## config.mk

```make
export PLATFORM = sky130hd
export DESIGN_NAME = asr_top
export DESIGN_NICKNAME = d
export VERILOG_FILES = /design/src/hdl/asr_pkg.sv /design/src/hdl/asr_sync.sv /design/src/hdl/asr_timer.sv /design/src/hdl/asr_top.sv
export SDC_FILE = /design/constraint.sdc
export NUM_CORES = 1
export LEC_CHECK = 0
export BUFFER_PORTS_ARGS = -buffer_cell sky130_fd_sc_hd__buf_4
export CAP_MARGIN = 20
export CORE_MARGIN = 3
export CORE_UTILIZATION = 55
export CTS_CLUSTER_DIAMETER = 60
export DETAILED_ROUTE_END_ITERATION = 12
export HOLD_SLACK_MARGIN = 0.02
export PLACE_DENSITY_LB_ADDON = 0.1
export REMOVE_ABC_BUFFERS = 1
export SETUP_SLACK_MARGIN = 0.5
export SLEW_MARGIN = 30
export SYNTH_ARGS = -nofsm -noshare
export SYNTH_HDL_FRONTEND = slang
export SYNTH_SLANG_ARGS = --single-unit
export TNS_END_PERCENT = 100
```

## constraint.sdc

```tcl
create_clock -name clk -period 2.68 [get_ports clk]
set_input_delay 0.67 -clock clk [delete_from_list [all_inputs] [get_ports clk]]
set_output_delay 0.67 -clock clk [all_outputs]
set_load 0.01 [all_outputs]
```

## src/hdl/asr_pkg.sv

```systemverilog
// constants and types shared by the serial read-out block
package asr_pkg;

  // ==========================================================================
  // clock and timing
  localparam int unsigned CLK_PERIOD_NS    = 5;
  localparam int unsigned CLK_FREQ_HZ      = 200_000_000;
  localparam int unsigned STARTUP_NS       = 1_000_000;
  localparam int unsigned SETTLE_NS        = 24_000_000;
  localparam int unsigned OUTPUT_RATE_HZ   = 125;
  localparam int unsigned GUARD_NS         = 2_000;
  localparam int unsigned STARTUP_CYCLES   = STARTUP_NS / CLK_PERIOD_NS;
  localparam int unsigned SETTLE_CYCLES    = SETTLE_NS / CLK_PERIOD_NS;
  localparam int unsigned PERIOD_CYCLES    = CLK_FREQ_HZ / OUTPUT_RATE_HZ;
  localparam int unsigned GUARD_CYCLES     = (GUARD_NS + CLK_PERIOD_NS - 1) / CLK_PERIOD_NS;

  // ==========================================================================
  // result word layout
  localparam int unsigned WORD_BITS        = 24;
  localparam int unsigned CODE_BITS        = 16;
  localparam logic [2:0]  CHECK_PATTERN    = 3'h5;
  localparam logic [1:0]  PART_ID_RESET    = 2'h2;  // arbitrary value
  localparam logic        RDY_BIT_VALUE    = 1'h0;
  localparam logic        ZERO_BIT_VALUE   = 1'h0;

  // ==========================================================================
  // register map
  localparam logic [7:0]  ADR_STATUS       = 8'h00;
  localparam logic [7:0]  ADR_CLEAR        = 8'h04;
  localparam logic [7:0]  ADR_ENABLE       = 8'h08;
  localparam logic [7:0]  ADR_CTRL         = 8'h0c;
  localparam logic [7:0]  ADR_RESULT       = 8'h10;
  localparam logic [7:0]  ADR_STATE        = 8'h14;
  localparam logic [7:0]  ADR_COUNT        = 8'h18;
  localparam int unsigned EVT_BITS         = 4;
  localparam int unsigned EVT_CONV_DONE    = 0;
  localparam int unsigned EVT_OVERWRITE    = 1;
  localparam int unsigned EVT_READ_DONE    = 2;
  localparam int unsigned EVT_READ_ABORT   = 3;
  localparam logic [3:0]  ENABLE_RESET     = 4'h0;

  // ==========================================================================
  // line states
  typedef enum logic [2:0] {
    ASR_ST_PD,
    ASR_ST_WAKE,
    ASR_ST_IDLE,
    ASR_ST_READY,
    ASR_ST_SHIFT
  } asr_state_t;

endpackage : asr_pkg

```

## src/hdl/asr_sync.sv

```systemverilog
// two flip-flop synchroniser for pins from outside the clock domain
`timescale 1ns/10ps
module asr_sync #(
  parameter int unsigned WIDTH = 1
) (
  input  wire logic             clk,
  input  wire logic             rstn,
  input  wire logic [WIDTH-1:0] async_in,
  input  wire logic [WIDTH-1:0] reset_value,
  output logic      [WIDTH-1:0] sync_out
);

  // ==========================================================================
  // state
  typedef struct packed {
    logic [WIDTH-1:0] meta;
    logic [WIDTH-1:0] stable;
  } asr_sync_t;

  asr_sync_t s_reg;
  asr_sync_t s_next;

  always_comb begin
    s_next        = s_reg;
    s_next.meta   = async_in;
    s_next.stable = s_reg.meta;
  end

  always_ff @(posedge clk) begin
    if (!rstn) begin
      s_reg <= '{meta: reset_value, stable: reset_value};
    end else begin
      s_reg <= s_next;
    end
  end

  assign sync_out = rstn ? s_reg.stable : reset_value;

endmodule : asr_sync

```

## src/hdl/asr_timer.sv

```systemverilog
// wake-up, settling and conversion period timer
`timescale 1ns/10ps
module asr_timer #(
  parameter int unsigned STARTUP_CYCLES = asr_pkg::STARTUP_CYCLES,
  parameter int unsigned SETTLE_CYCLES  = asr_pkg::SETTLE_CYCLES,
  parameter int unsigned PERIOD_CYCLES  = asr_pkg::PERIOD_CYCLES,
  parameter int unsigned GUARD_CYCLES   = asr_pkg::GUARD_CYCLES
) (
  input  wire logic clk,
  input  wire logic rstn,
  input  wire logic run,
  output logic      pre_update,
  output logic      conv_done
);

  localparam logic [31:0] FIRST_LIMIT  = 32'(STARTUP_CYCLES + SETTLE_CYCLES);
  localparam logic [31:0] PERIOD_LIMIT = 32'(PERIOD_CYCLES);
  localparam logic [31:0] GUARD        = 32'(GUARD_CYCLES);

  // ==========================================================================
  // state
  typedef struct packed {
    logic [31:0] count;
    logic        first;
    logic        pre;
    logic        done;
  } asr_timer_t;

  asr_timer_t t_reg;
  asr_timer_t t_next;
  logic [31:0] limit;

  always_comb begin
    t_next      = t_reg;
    t_next.pre  = 1'b0;
    t_next.done = 1'b0;
    limit       = t_reg.first ? FIRST_LIMIT : PERIOD_LIMIT;
    if (!run) begin
      t_next.count = '0;
      t_next.first = 1'b1;
    end else if (t_reg.count == limit - 32'h1) begin
      t_next.count = '0;
      t_next.first = 1'b0;
      t_next.done  = 1'b1;
    end else begin
      t_next.count = t_reg.count + 32'h1;
      t_next.pre   = (t_reg.count == limit - GUARD - 32'h1);
    end
  end

  always_ff @(posedge clk) begin
    if (!rstn) begin
      t_reg <= '{count: '0, first: 1'b1, pre: 1'b0, done: 1'b0};
    end else begin
      t_reg <= t_next;
    end
  end

  assign pre_update = t_reg.pre;
  assign conv_done  = t_reg.done;

endmodule : asr_timer

```

## src/hdl/asr_top.sv

```systemverilog
// serial read-out and conversion sequencing with wishbone registers
// Operation
// - trailing status bits always carry 101
// - line returns high after full word
// - unread result: line high before update
// - each result offered for one read
// - conversion end resets interface, loads result
// - line tristated while power-down held low
// - wait start-up then convert continuously
// - first result after full settling time
// - line high on wake, low when valid
// - results follow at fixed output rate
// - line low once new word loaded
// - word: 16-bit code then eight status bits
// - error bit set on out-of-range input
// - code in offset binary
//
// The register addresses and the Wishbone slave port are this design's own decisions.
`timescale 1ns/10ps
module asr_top #(
  parameter int unsigned STARTUP_CYCLES = asr_pkg::STARTUP_CYCLES,
  parameter int unsigned SETTLE_CYCLES  = asr_pkg::SETTLE_CYCLES,
  parameter int unsigned PERIOD_CYCLES  = asr_pkg::PERIOD_CYCLES,
  parameter int unsigned GUARD_CYCLES   = asr_pkg::GUARD_CYCLES,
  parameter logic [1:0]  PART_ID        = asr_pkg::PART_ID_RESET
) (
  input  wire logic        clk,
  input  wire logic        rstn,
  input  wire logic        wb_cyc_i,
  input  wire logic        wb_stb_i,
  input  wire logic        wb_we_i,
  input  wire logic [7:0]  wb_adr_i,
  input  wire logic [3:0]  wb_sel_i,
  input  wire logic [31:0] wb_dat_i,
  output logic      [31:0] wb_dat_o,
  output logic             wb_ack_o,
  output logic             irq,
  input  wire logic        power_down_reset_n,
  input  wire logic        sclk,
  output logic             dout_rdy_o,
  output logic             dout_rdy_oe,
  input  wire logic [15:0] conv_code,
  input  wire logic        conv_out_of_range
);

  // ==========================================================================
  // state
  typedef struct packed {
    asr_pkg::asr_state_t                  state;
    logic [asr_pkg::WORD_BITS-1:0]        shift;
    logic [asr_pkg::WORD_BITS-1:0]        result;
    logic [4:0]                           bit_cnt;
    logic                                 sclk_prev;
    logic                                 dout;
    logic                                 oe;
    logic [asr_pkg::EVT_BITS-1:0]         status;
    logic [asr_pkg::EVT_BITS-1:0]         enable;
    logic [1:0]                           part_id;
    logic [15:0]                          conv_count;
    logic                                 irq;
    logic                                 ack;
    logic [31:0]                          dat;
  } asr_top_t;

  asr_top_t                      r_reg;
  asr_top_t                      r_next;
  logic [1:0]                    pins_sync;
  logic                          pd_n_s;
  logic                          sclk_s;
  logic                          pre_update;
  logic                          conv_done;
  logic                          sclk_fall;
  logic                          sclk_rise;
  logic                          bus_req;
  logic                          bus_wr;
  logic [asr_pkg::EVT_BITS-1:0]  evt;
  logic [asr_pkg::EVT_BITS-1:0]  clr;

  // ==========================================================================
  // helpers
  function automatic logic [asr_pkg::WORD_BITS-1:0] make_word(
    input logic [15:0] code,
    input logic        err,
    input logic [1:0]  id
  );
    make_word = {code,
                 asr_pkg::RDY_BIT_VALUE, asr_pkg::ZERO_BIT_VALUE,
                 err,
                 id,
                 asr_pkg::CHECK_PATTERN};
  endfunction : make_word

  function automatic logic [7:0] merge_byte(
    input logic [7:0] old_val,
    input logic [7:0] new_val,
    input logic       lane
  );
    merge_byte = lane ? new_val : old_val;
  endfunction : merge_byte

  // ==========================================================================
  // pin synchronisers and conversion timer
  asr_sync #(
    .WIDTH       (2)
  ) u_sync (
    .clk         (clk),
    .rstn        (rstn),
    .async_in    ({power_down_reset_n, sclk}),
    .reset_value (2'h1),
    .sync_out    (pins_sync)
  );

  assign pd_n_s = pins_sync[1];
  assign sclk_s = pins_sync[0];

  asr_timer #(
    .STARTUP_CYCLES (STARTUP_CYCLES),
    .SETTLE_CYCLES  (SETTLE_CYCLES),
    .PERIOD_CYCLES  (PERIOD_CYCLES),
    .GUARD_CYCLES   (GUARD_CYCLES)
  ) u_timer (
    .clk            (clk),
    .rstn           (rstn),
    .run            (pd_n_s),
    .pre_update     (pre_update),
    .conv_done      (conv_done)
  );

  // ==========================================================================
  // link clock edges and bus strobes
  assign sclk_fall = r_reg.sclk_prev & ~sclk_s;
  assign sclk_rise = ~r_reg.sclk_prev & sclk_s;
  assign bus_req   = wb_cyc_i & wb_stb_i;
  assign bus_wr    = bus_req & wb_we_i & r_reg.ack;

  // ==========================================================================
  // next state
  always_comb begin
    r_next           = r_reg;
    r_next.sclk_prev = sclk_s;
    evt              = '0;
    clr              = '0;

    // line sequencing
    if (!pd_n_s) begin
      r_next.state   = asr_pkg::ASR_ST_PD;
      r_next.oe      = 1'b0;
      r_next.dout    = 1'b1;
      r_next.bit_cnt = '0;
    end else if (r_reg.state == asr_pkg::ASR_ST_PD) begin
      r_next.state   = asr_pkg::ASR_ST_WAKE;
      r_next.oe      = 1'b1;
      r_next.dout    = 1'b1;
    end else if (conv_done) begin
      // interface reset and new word in one step
      r_next.shift   = make_word(conv_code, conv_out_of_range, r_reg.part_id);
      r_next.result  = make_word(conv_code, conv_out_of_range, r_reg.part_id);
      r_next.state   = asr_pkg::ASR_ST_READY;
      r_next.dout    = 1'b0;
      r_next.bit_cnt = '0;
      r_next.conv_count = r_reg.conv_count + 16'h1;
      evt[asr_pkg::EVT_CONV_DONE] = 1'b1;
      if (r_reg.state == asr_pkg::ASR_ST_SHIFT) begin
        evt[asr_pkg::EVT_READ_ABORT] = 1'b1;
      end
    end else begin
      case (r_reg.state)
        asr_pkg::ASR_ST_WAKE: begin
          r_next.dout = 1'b1;
        end
        asr_pkg::ASR_ST_IDLE: begin
          r_next.dout = 1'b1;
        end
        asr_pkg::ASR_ST_READY: begin
          if (pre_update) begin
            r_next.state = asr_pkg::ASR_ST_IDLE;
            r_next.dout  = 1'b1;
            evt[asr_pkg::EVT_OVERWRITE] = 1'b1;
          end else if (sclk_fall) begin
            r_next.state   = asr_pkg::ASR_ST_SHIFT;
            r_next.dout    = r_reg.shift[asr_pkg::WORD_BITS-1];
            r_next.shift   = {r_reg.shift[asr_pkg::WORD_BITS-2:0], 1'b1};
            r_next.bit_cnt = 5'h1;
          end
        end
        asr_pkg::ASR_ST_SHIFT: begin
          if (sclk_fall && r_reg.bit_cnt < 5'(asr_pkg::WORD_BITS)) begin
            r_next.dout    = r_reg.shift[asr_pkg::WORD_BITS-1];
            r_next.shift   = {r_reg.shift[asr_pkg::WORD_BITS-2:0], 1'b1};
            r_next.bit_cnt = r_reg.bit_cnt + 5'h1;
          end else if (sclk_rise && r_reg.bit_cnt == 5'(asr_pkg::WORD_BITS)) begin
            r_next.state   = asr_pkg::ASR_ST_IDLE;
            r_next.dout    = 1'b1;
            r_next.bit_cnt = '0;
            evt[asr_pkg::EVT_READ_DONE] = 1'b1;
          end
        end
        default: begin
          r_next.state = asr_pkg::ASR_ST_IDLE;
          r_next.dout  = 1'b1;
        end
      endcase
    end

    // register writes take effect on the edge that sees ack
    if (bus_wr) begin
      if (wb_adr_i == asr_pkg::ADR_CLEAR) begin
        clr = wb_sel_i[0] ? wb_dat_i[asr_pkg::EVT_BITS-1:0] : '0;
      end else if (wb_adr_i == asr_pkg::ADR_ENABLE) begin
        r_next.enable = merge_byte({4'h0, r_reg.enable}, wb_dat_i[7:0], wb_sel_i[0])
                        [asr_pkg::EVT_BITS-1:0];
      end else if (wb_adr_i == asr_pkg::ADR_CTRL) begin
        r_next.part_id = merge_byte({6'h0, r_reg.part_id}, wb_dat_i[7:0], wb_sel_i[0]) [1:0];
      end
    end

    // sticky status, set wins over clear
    r_next.status = (r_reg.status & ~clr) | evt;
    r_next.irq    = |(r_next.status & r_next.enable);

    // bus answer one cycle after request
    r_next.ack = bus_req & ~r_reg.ack;
    r_next.dat = '0;
    if (bus_req && !r_reg.ack && !wb_we_i) begin
      if (wb_adr_i == asr_pkg::ADR_STATUS) begin
        r_next.dat = {28'h0, r_reg.status};
      end else if (wb_adr_i == asr_pkg::ADR_ENABLE) begin
        r_next.dat = {28'h0, r_reg.enable};
      end else if (wb_adr_i == asr_pkg::ADR_CTRL) begin
        r_next.dat = {30'h0, r_reg.part_id};
      end else if (wb_adr_i == asr_pkg::ADR_RESULT) begin
        r_next.dat = {8'h0, r_reg.result};
      end else if (wb_adr_i == asr_pkg::ADR_STATE) begin
        r_next.dat = {24'h0, r_reg.bit_cnt, r_reg.state};
      end else if (wb_adr_i == asr_pkg::ADR_COUNT) begin
        r_next.dat = {16'h0, r_reg.conv_count};
      end else begin
        r_next.dat = '0;
      end
    end
  end

  // ==========================================================================
  // registers
  always_ff @(posedge clk) begin
    if (!rstn) begin
      r_reg           <= '0;
      r_reg.state     <= asr_pkg::ASR_ST_PD;
      r_reg.shift     <= '1;
      r_reg.dout      <= 1'b1;
      r_reg.sclk_prev <= 1'b1;
      r_reg.enable    <= asr_pkg::ENABLE_RESET;
      r_reg.part_id   <= PART_ID;
    end else begin
      r_reg <= r_next;
    end
  end

  // ==========================================================================
  // outputs
  assign wb_dat_o    = r_reg.dat;
  assign wb_ack_o    = r_reg.ack;
  assign irq         = r_reg.irq;
  assign dout_rdy_o  = r_reg.dout;
  assign dout_rdy_oe = r_reg.oe;

endmodule : asr_top
```

==> results of run 1 <==
-- path summary, 6_finish.rpt --
kind,slack (ns),end,start
max reg2reg,0.67,r_reg[48]$_SDFFE_PN0P_,u_timer.conv_done$_SDFF_PN0_
min,0.41,u_sync.s_reg[0]$_SDFF_PN1_,u_sync.s_next[0]$_SDFF_PN1_
max,0.67,r_reg[48]$_SDFFE_PN0P_,u_timer.conv_done$_SDFF_PN0_
min reg2reg,0.41,u_sync.s_reg[0]$_SDFF_PN1_,u_sync.s_next[0]$_SDFF_PN1_
-- cell usage after synthesis (all sizes together) (20+ instances only) --
cell type,number,area share (%)
dfxtp,145,44
nand2,85,4.9
nor2,85,4.9
a21oi,49,3.8
buf,48,4.9
mux2i,35,5.3
nand3,30,2.3
xnor2,26,3.5
clkbuf,23,1.3
o211ai,21,2.4
o21ai,20,1.7
-- per-stage QoR --
step	power, µW	hold slack [ns]	setup TNS (ns)	worst slack [ns]
after global routing	4700	0.418	0	0.470
final	4540	0.407	0	0.667
after detailed placement	2340	0.398	0	0.317
after CTS	4590	0.413	0	0.552
after global placement	2340	0.390	0	0.370
after floorplan	2260	0.386	-0.963	-0.237
-- final cells by class --
| class | instances | area (µm²) | share of cell area, % |
|---|---|---|---|
| Inverter | 16 | 60.1 | 0.798 |
| Clock inverter | 14 | 129 | 1.71 |
| Clock buffer | 18 | 439 | 5.84 |
| Tap cell | 143 | 179 | 2.38 |
| Sequential cell | 145 | 2910 | 38.6 |
| Timing Repair Buffer | 77 | 578 | 7.68 |
| Multi-Input combinational cell | 527 | 3230 | 42.9 |
-- repair_timing --
item	CTS	global route
pin swaps	1	1
gates resized for setup	0	4
hold buffers	0	0
hold endpoints to repair	0	0
setup buffers	2	1
setup endpoints to repair	18	11
-- logic make-up after synthesis --
logic type               count (synthesis)  share of synthesized area [%]
AND/OR/NAND/NOR                        314                           24.8
flip-flops                             145                           44.2
AO/OA/AOI/OAI                          121                           11.7
buffers and inverters                   87                           7.16
XOR/XNOR                                44                           5.87
multiplexers                            36                           5.50
adder cells (fa/ha/maj)                  4                          0.762
other                                    1                         0.0571
-- per-layer routing --
metal  vias to the layer above  share of wire, %
met3                        16               4.0
met1                      2488                46
met4                         0               1.4
met5                         -                 0
met2                        91                49
li1                       2637                 -
-- power by group through the flow --
stage,Sequential [µW],Combinational (µW),Clock [µW]
detailed placement,2210,130,0
finish,2170,132,2240
global placement,2210,130,0
CTS,2160,132,2290
global route,2160,144,2390
floorplan,2210,43.3,0
==> impl_metrics.yaml, run 1 <==
clock_tree:
  clockBufferDepth: 2
  numCtsBuffers: 17
  insertion_delay_ns: 0.42
  clkSinkCount: 145
  clk_pin_slew_ns: 0.06
  cts.htree.levels: 4
  cts_tree: "built"
  cts.root.buffer_cell: "clkbuf_16"
critical_path:
  end_kind: "flip-flop"
  crit_path_top_delay_cell: "dfxtp_1"
  reg2reg_depth: 5
  cp.depth: 5
  critPathMaxStageDelay_ns: 0.57
  critical_path_class: "reg2reg"
  cp.required_ns: 2.97
  path_cells: "nand3_1 -> nand4bb_1 -> nor3_1 -> xnor2_1 -> nor2_1"
  critical_path_buf_inv_count: 0
  cp_max_fo: 12
  critPathTopFamily: "simple AND/OR/NAND/NOR gates"
  cp-start-kind: "flip-flop"
  worstPathArrival_ns: 2.30
route:
  via_per_inst: 5.57
  drtAntennaViolNets: 0
  route.detailed.drc: 0
  dr.pass1.iters: 5
  wl_um: 14100
  wl_per_cell_um: 15.0
  drt_iter0_drc: 317
  vias: 5232
sta:
  maxSlewViolCount: 0
  max_freq_mhz: 497
  finalSetupViolations: 0
  rsz0062_at_grt: "true"
  finClkSkew_ns: 0.00921
  finalCritPeriodShare_pct: 75.1
  post-route-min-period_ns: 2.01
  worst_pin_slew_ns: 0.648
  relSlewSlack_pct: 56.5
  hold_viol_final: 0
floorplan:
  die_w_um: 115
  die-height_um: 115
  num_io_pins: 104
  start_util_pct: 56.8
  die_area_um2: 13300
  core-area_um2: 11600
  core.rowCount: 39
finish:
  drive_gt1_share_pct: 16.2
  fin_util_pct: 65.0
  instances_no_fill: 940
  layout_common_cells: "dfxtp_1 (142), nor2_1 (85), nand2_1 (84), buf_4 (77), a21oi_1 (48)"
  final_common_cell: "dfxtp_1"
  nFillCells: 975
  largest_reg_flops: 78
  synthToLayoutAreaGrowth_pct: 14.5
  layout.nets: 856
  stdcell_area_um2: 7520
  antenna_cells: 0
synth:
  synthArstFlopShare_pct: 0
  avgSynthCellArea_um2: 8.74
  yosysUniqueCellTypes: 65
  synthCells: 752
  synth_flop_cell: "dfxtp_1"
  synth-edff-count: 0
  syn_area_um2: 6570
  synth.yosys.seq_area_share_pct: 44.2
  yosys_warnings: 0
  synth_seq_cells: 145
global_route:
  use_met1_pct: 27.8
  grt_pass1_wl_um: 23700
  grt_busiest_layer: "met2"
  grt_max_degree: 46
  grt_pass1_vias: 5081
  antenna_found_initial: 0
  grt_overflow: 0
  grtUsageMet2_pct: 37.0
  gr-usage-met3_pct: 6.05
  track_usage_pct: 22.2
worst_hold_path:
  whs_path_depth: 1
  hp-class: "reg2reg"
power:
  p_int_uw: 3530
  pwr-share-clk_pct: 49.3
  switching_share_pct: 22.2
  power.switching_uw: 1010
  power_leakage_uw: 0.00281
  seqPwrFrac_pct: 47.7
  ir_drop_v: 0.000450
  power_density_nw_per_um2: 603
  comb_power_share_pct: 2.9
placement:
  placed_cells: 905
  place_area_um2: 6920
  gp_congestion: 0.871
  io_buffers: 64
  dp_hpwl_um: 9850
flow_run:
  maxCapViolCount: 0
outcome:
  status: "completed"
No activity file was read; power rests on OpenSTA's default activity.
==> run 2: changes to the inputs <==
Clock period 2.68 ns to 2 ns, I/O delays scaled along.
==> run 2 against run 1 <==
Routed wire length up 33%. Global-route usage up 3.4 points. Non-clock buffer count is 86 higher. Worst setup slack got worse by 0.53 ns. Worst hold slack got worse by 0.14 ns. Final cell count up 9.4%. Sequential share of layout area fell by 6.9 points. Critical path depth is 1 higher. Sequential cell count did not move. Largest power group unchanged. Highest routed layer unchanged. Register-to-register slack worse by 0.53 ns.
==> impl_metrics.yaml, run 2 (synthesized netlist as in run 1, its figures left out) <==
power:
  p_int_uw: 5280
  seqPwrFrac_pct: 43.4
  switching_share_pct: 20.7
  pwr-share-clk_pct: 53.0
  power.switching_uw: 1380
  power_density_nw_per_um2: 717
  power_leakage_uw: 0.00357
  comb_power_share_pct: 3.6
  ir_drop_v: 0.000844
route:
  wl_per_cell_um: 18.2
  vias: 5997
  wl_um: 18700
  route.detailed.drc: 0
  drtAntennaViolNets: 0
  drt_iter0_drc: 496
  via_per_inst: 5.83
  dr.pass1.iters: 8
critical_path:
  critical_path_buf_inv_count: 2
  r2r_start: "u_timer.t_reg[2]$_SDFFE_PN1P_"
  path_cells: "or4b_4 -> a211o_4 -> o21ai_4 -> buf_6 -> clkbuf_16 -> nor2_1"
  cp-start-kind: "flip-flop"
  reg2reg_depth: 6
  critPathMaxStageDelay_ns: 0.54
  startpoint: "u_timer.t_reg[2]$_SDFFE_PN1P_"
  crit_path_top_delay_cell: "or4b_4"
  end_kind: "flip-flop"
  critical_path_class: "reg2reg"
  cp_max_fo: 5
  cp.depth: 6
  cp.required_ns: 2.32
  critPathTopFamily: "simple AND/OR/NAND/NOR gates"
  reg2reg_slack_ns: 0.14
  worstPathArrival_ns: 2.18
  crit_path_end: "u_timer.t_reg[28]$_SDFF_PP0_"
  reg2reg_to: "u_timer.t_reg[28]$_SDFF_PP0_"
finish:
  stdcell_area_um2: 9290
  largest_reg_flops: 78
  antenna_cells: 0
  instances_no_fill: 1028
  synthToLayoutAreaGrowth_pct: 41.4
  layout_common_cells: "dfxtp_1 (123), buf_4 (121), nor2_1 (68), nand2_1 (61), a21oi_1 (40)"
  multi_input_area_um2: 3850
  layout.nets: 944
  nFillCells: 691
  fin_util_pct: 80.3
  final_common_cell: "dfxtp_1"
  seq_area_um2: 2950
  drive_gt1_share_pct: 38.0
placement:
  place_area_um2: 7210
  io_buffers: 64
  placed_cells: 941
  dp_slack_ns: -0.0606
  dp_hpwl_um: 10300
  gp_congestion: 0.861
sta:
  hold_slack_ns: 0.266
  maxSlewViolCount: 0
  post-route-min-period_ns: 1.86
  max_freq_mhz: 538
  relSlewSlack_pct: 65.6
  rsz0062_at_grt: "true"
  hold_viol_final: 0
  finalSetupViolations: 0
  finalCritPeriodShare_pct: 93.0
  finClkSkew_ns: 0.0116
  worst_slack_ns: 0.140
  worst_pin_slew_ns: 0.516
clock_tree:
  cts.htree.levels: 4
  numCtsBuffers: 17
  clk_pin_slew_ns: 0.06
  cts.root.buffer_cell: "clkbuf_16"
  clockBufferDepth: 2
  clkSinkCount: 145
  cts_tree: "built"
  insertion_delay_ns: 0.43
  postCtsHoldBufs: 0
global_route:
  grt_max_degree: 46
  grt_busiest_layer: "met2"
  grtUsageMet2_pct: 44.3
  antenna_found_initial: 0
  grt_pass1_vias: 5541
  grt_overflow: 0
  track_usage_pct: 25.6
  grt_pass1_wl_um: 27000
  gr-usage-met3_pct: 6.00
  use_met1_pct: 31.0
flow_run:
  maxCapViolCount: 0
floorplan:
  core.rowCount: 39
  die_w_um: 115
  core-area_um2: 11600
  die-height_um: 115
  num_io_pins: 104
  die_area_um2: 13300
  start_util_pct: 56.8
worst_hold_path:
  hp-class: "in2reg"
  whs_path_depth: 2
outcome:
  status: "completed"
run 2: worst min-delay path by stage:
stage	start	end	slack [ns]
floorplan	u_sync.s_next[0]$_SDFF_PN1_	u_sync.s_reg[0]$_SDFF_PN1_	0.39
global placement	u_sync.s_next[0]$_SDFF_PN1_	u_sync.s_reg[0]$_SDFF_PN1_	0.40
detailed placement	u_sync.s_next[0]$_SDFF_PN1_	u_sync.s_reg[0]$_SDFF_PN1_	0.41
CTS	sclk	u_sync.s_next[0]$_SDFF_PN1_	0.25
global route	sclk	u_sync.s_next[0]$_SDFF_PN1_	0.27
finish	sclk	u_sync.s_next[0]$_SDFF_PN1_	0.27
run 2: stage by stage:
| stage | power (µW) | setup TNS (ns) |
|---|---|---|
| after floorplan | 3020 | -28.82 |
| after global placement | 3150 | -0.0529 |
| after global routing | 6850 | 0 |
| final | 6660 | 0 |
| after CTS | 6670 | 0 |
| after detailed placement | 3150 | -0.437 |
run 2: layout make-up:
cell class              instances  area share (%)
well taps                     143            1.93
clock inverters                12            2.18
multi-input cells             529            41.4
clock buffers                  20            4.92
repair buffers                163            17.2
inverters                      16           0.647
flip-flops and latches        145            31.7
run 2: layer usage:
metal  share of wire [%]  vias up
li1                    -     2834
met1                  40     2865
met2                  51      244
met3                 6.1       54
met4                 3.0        0
met5                   0        -
run 2: what timing repair did:
item | in CTS | in global routing
gates cloned | 9 | 4
setup buffers | 31 | 11
resized for setup | 120 | 100
pin swaps | 51 | 53
setup endpoints to repair | 112 | 106
run 2: power by group through the flow:
stage	Combinational, µW	Sequential (µW)	Clock, µW
finish	238	2890	3530
global route	251	2890	3710
CTS	217	2900	3560
detailed placement	189	2960	0
global placement	188	2960	0
floorplan	58.0	2960	0
run 2: worst reg2reg max path, stage by stage, from the launching register on:
cell       delay [ns]
dfxtp_2          0.34
or4b_4           0.54
a211o_4          0.37
o21ai_4          0.18
buf_6            0.15
clkbuf_16        0.15
nor2_1           0.04
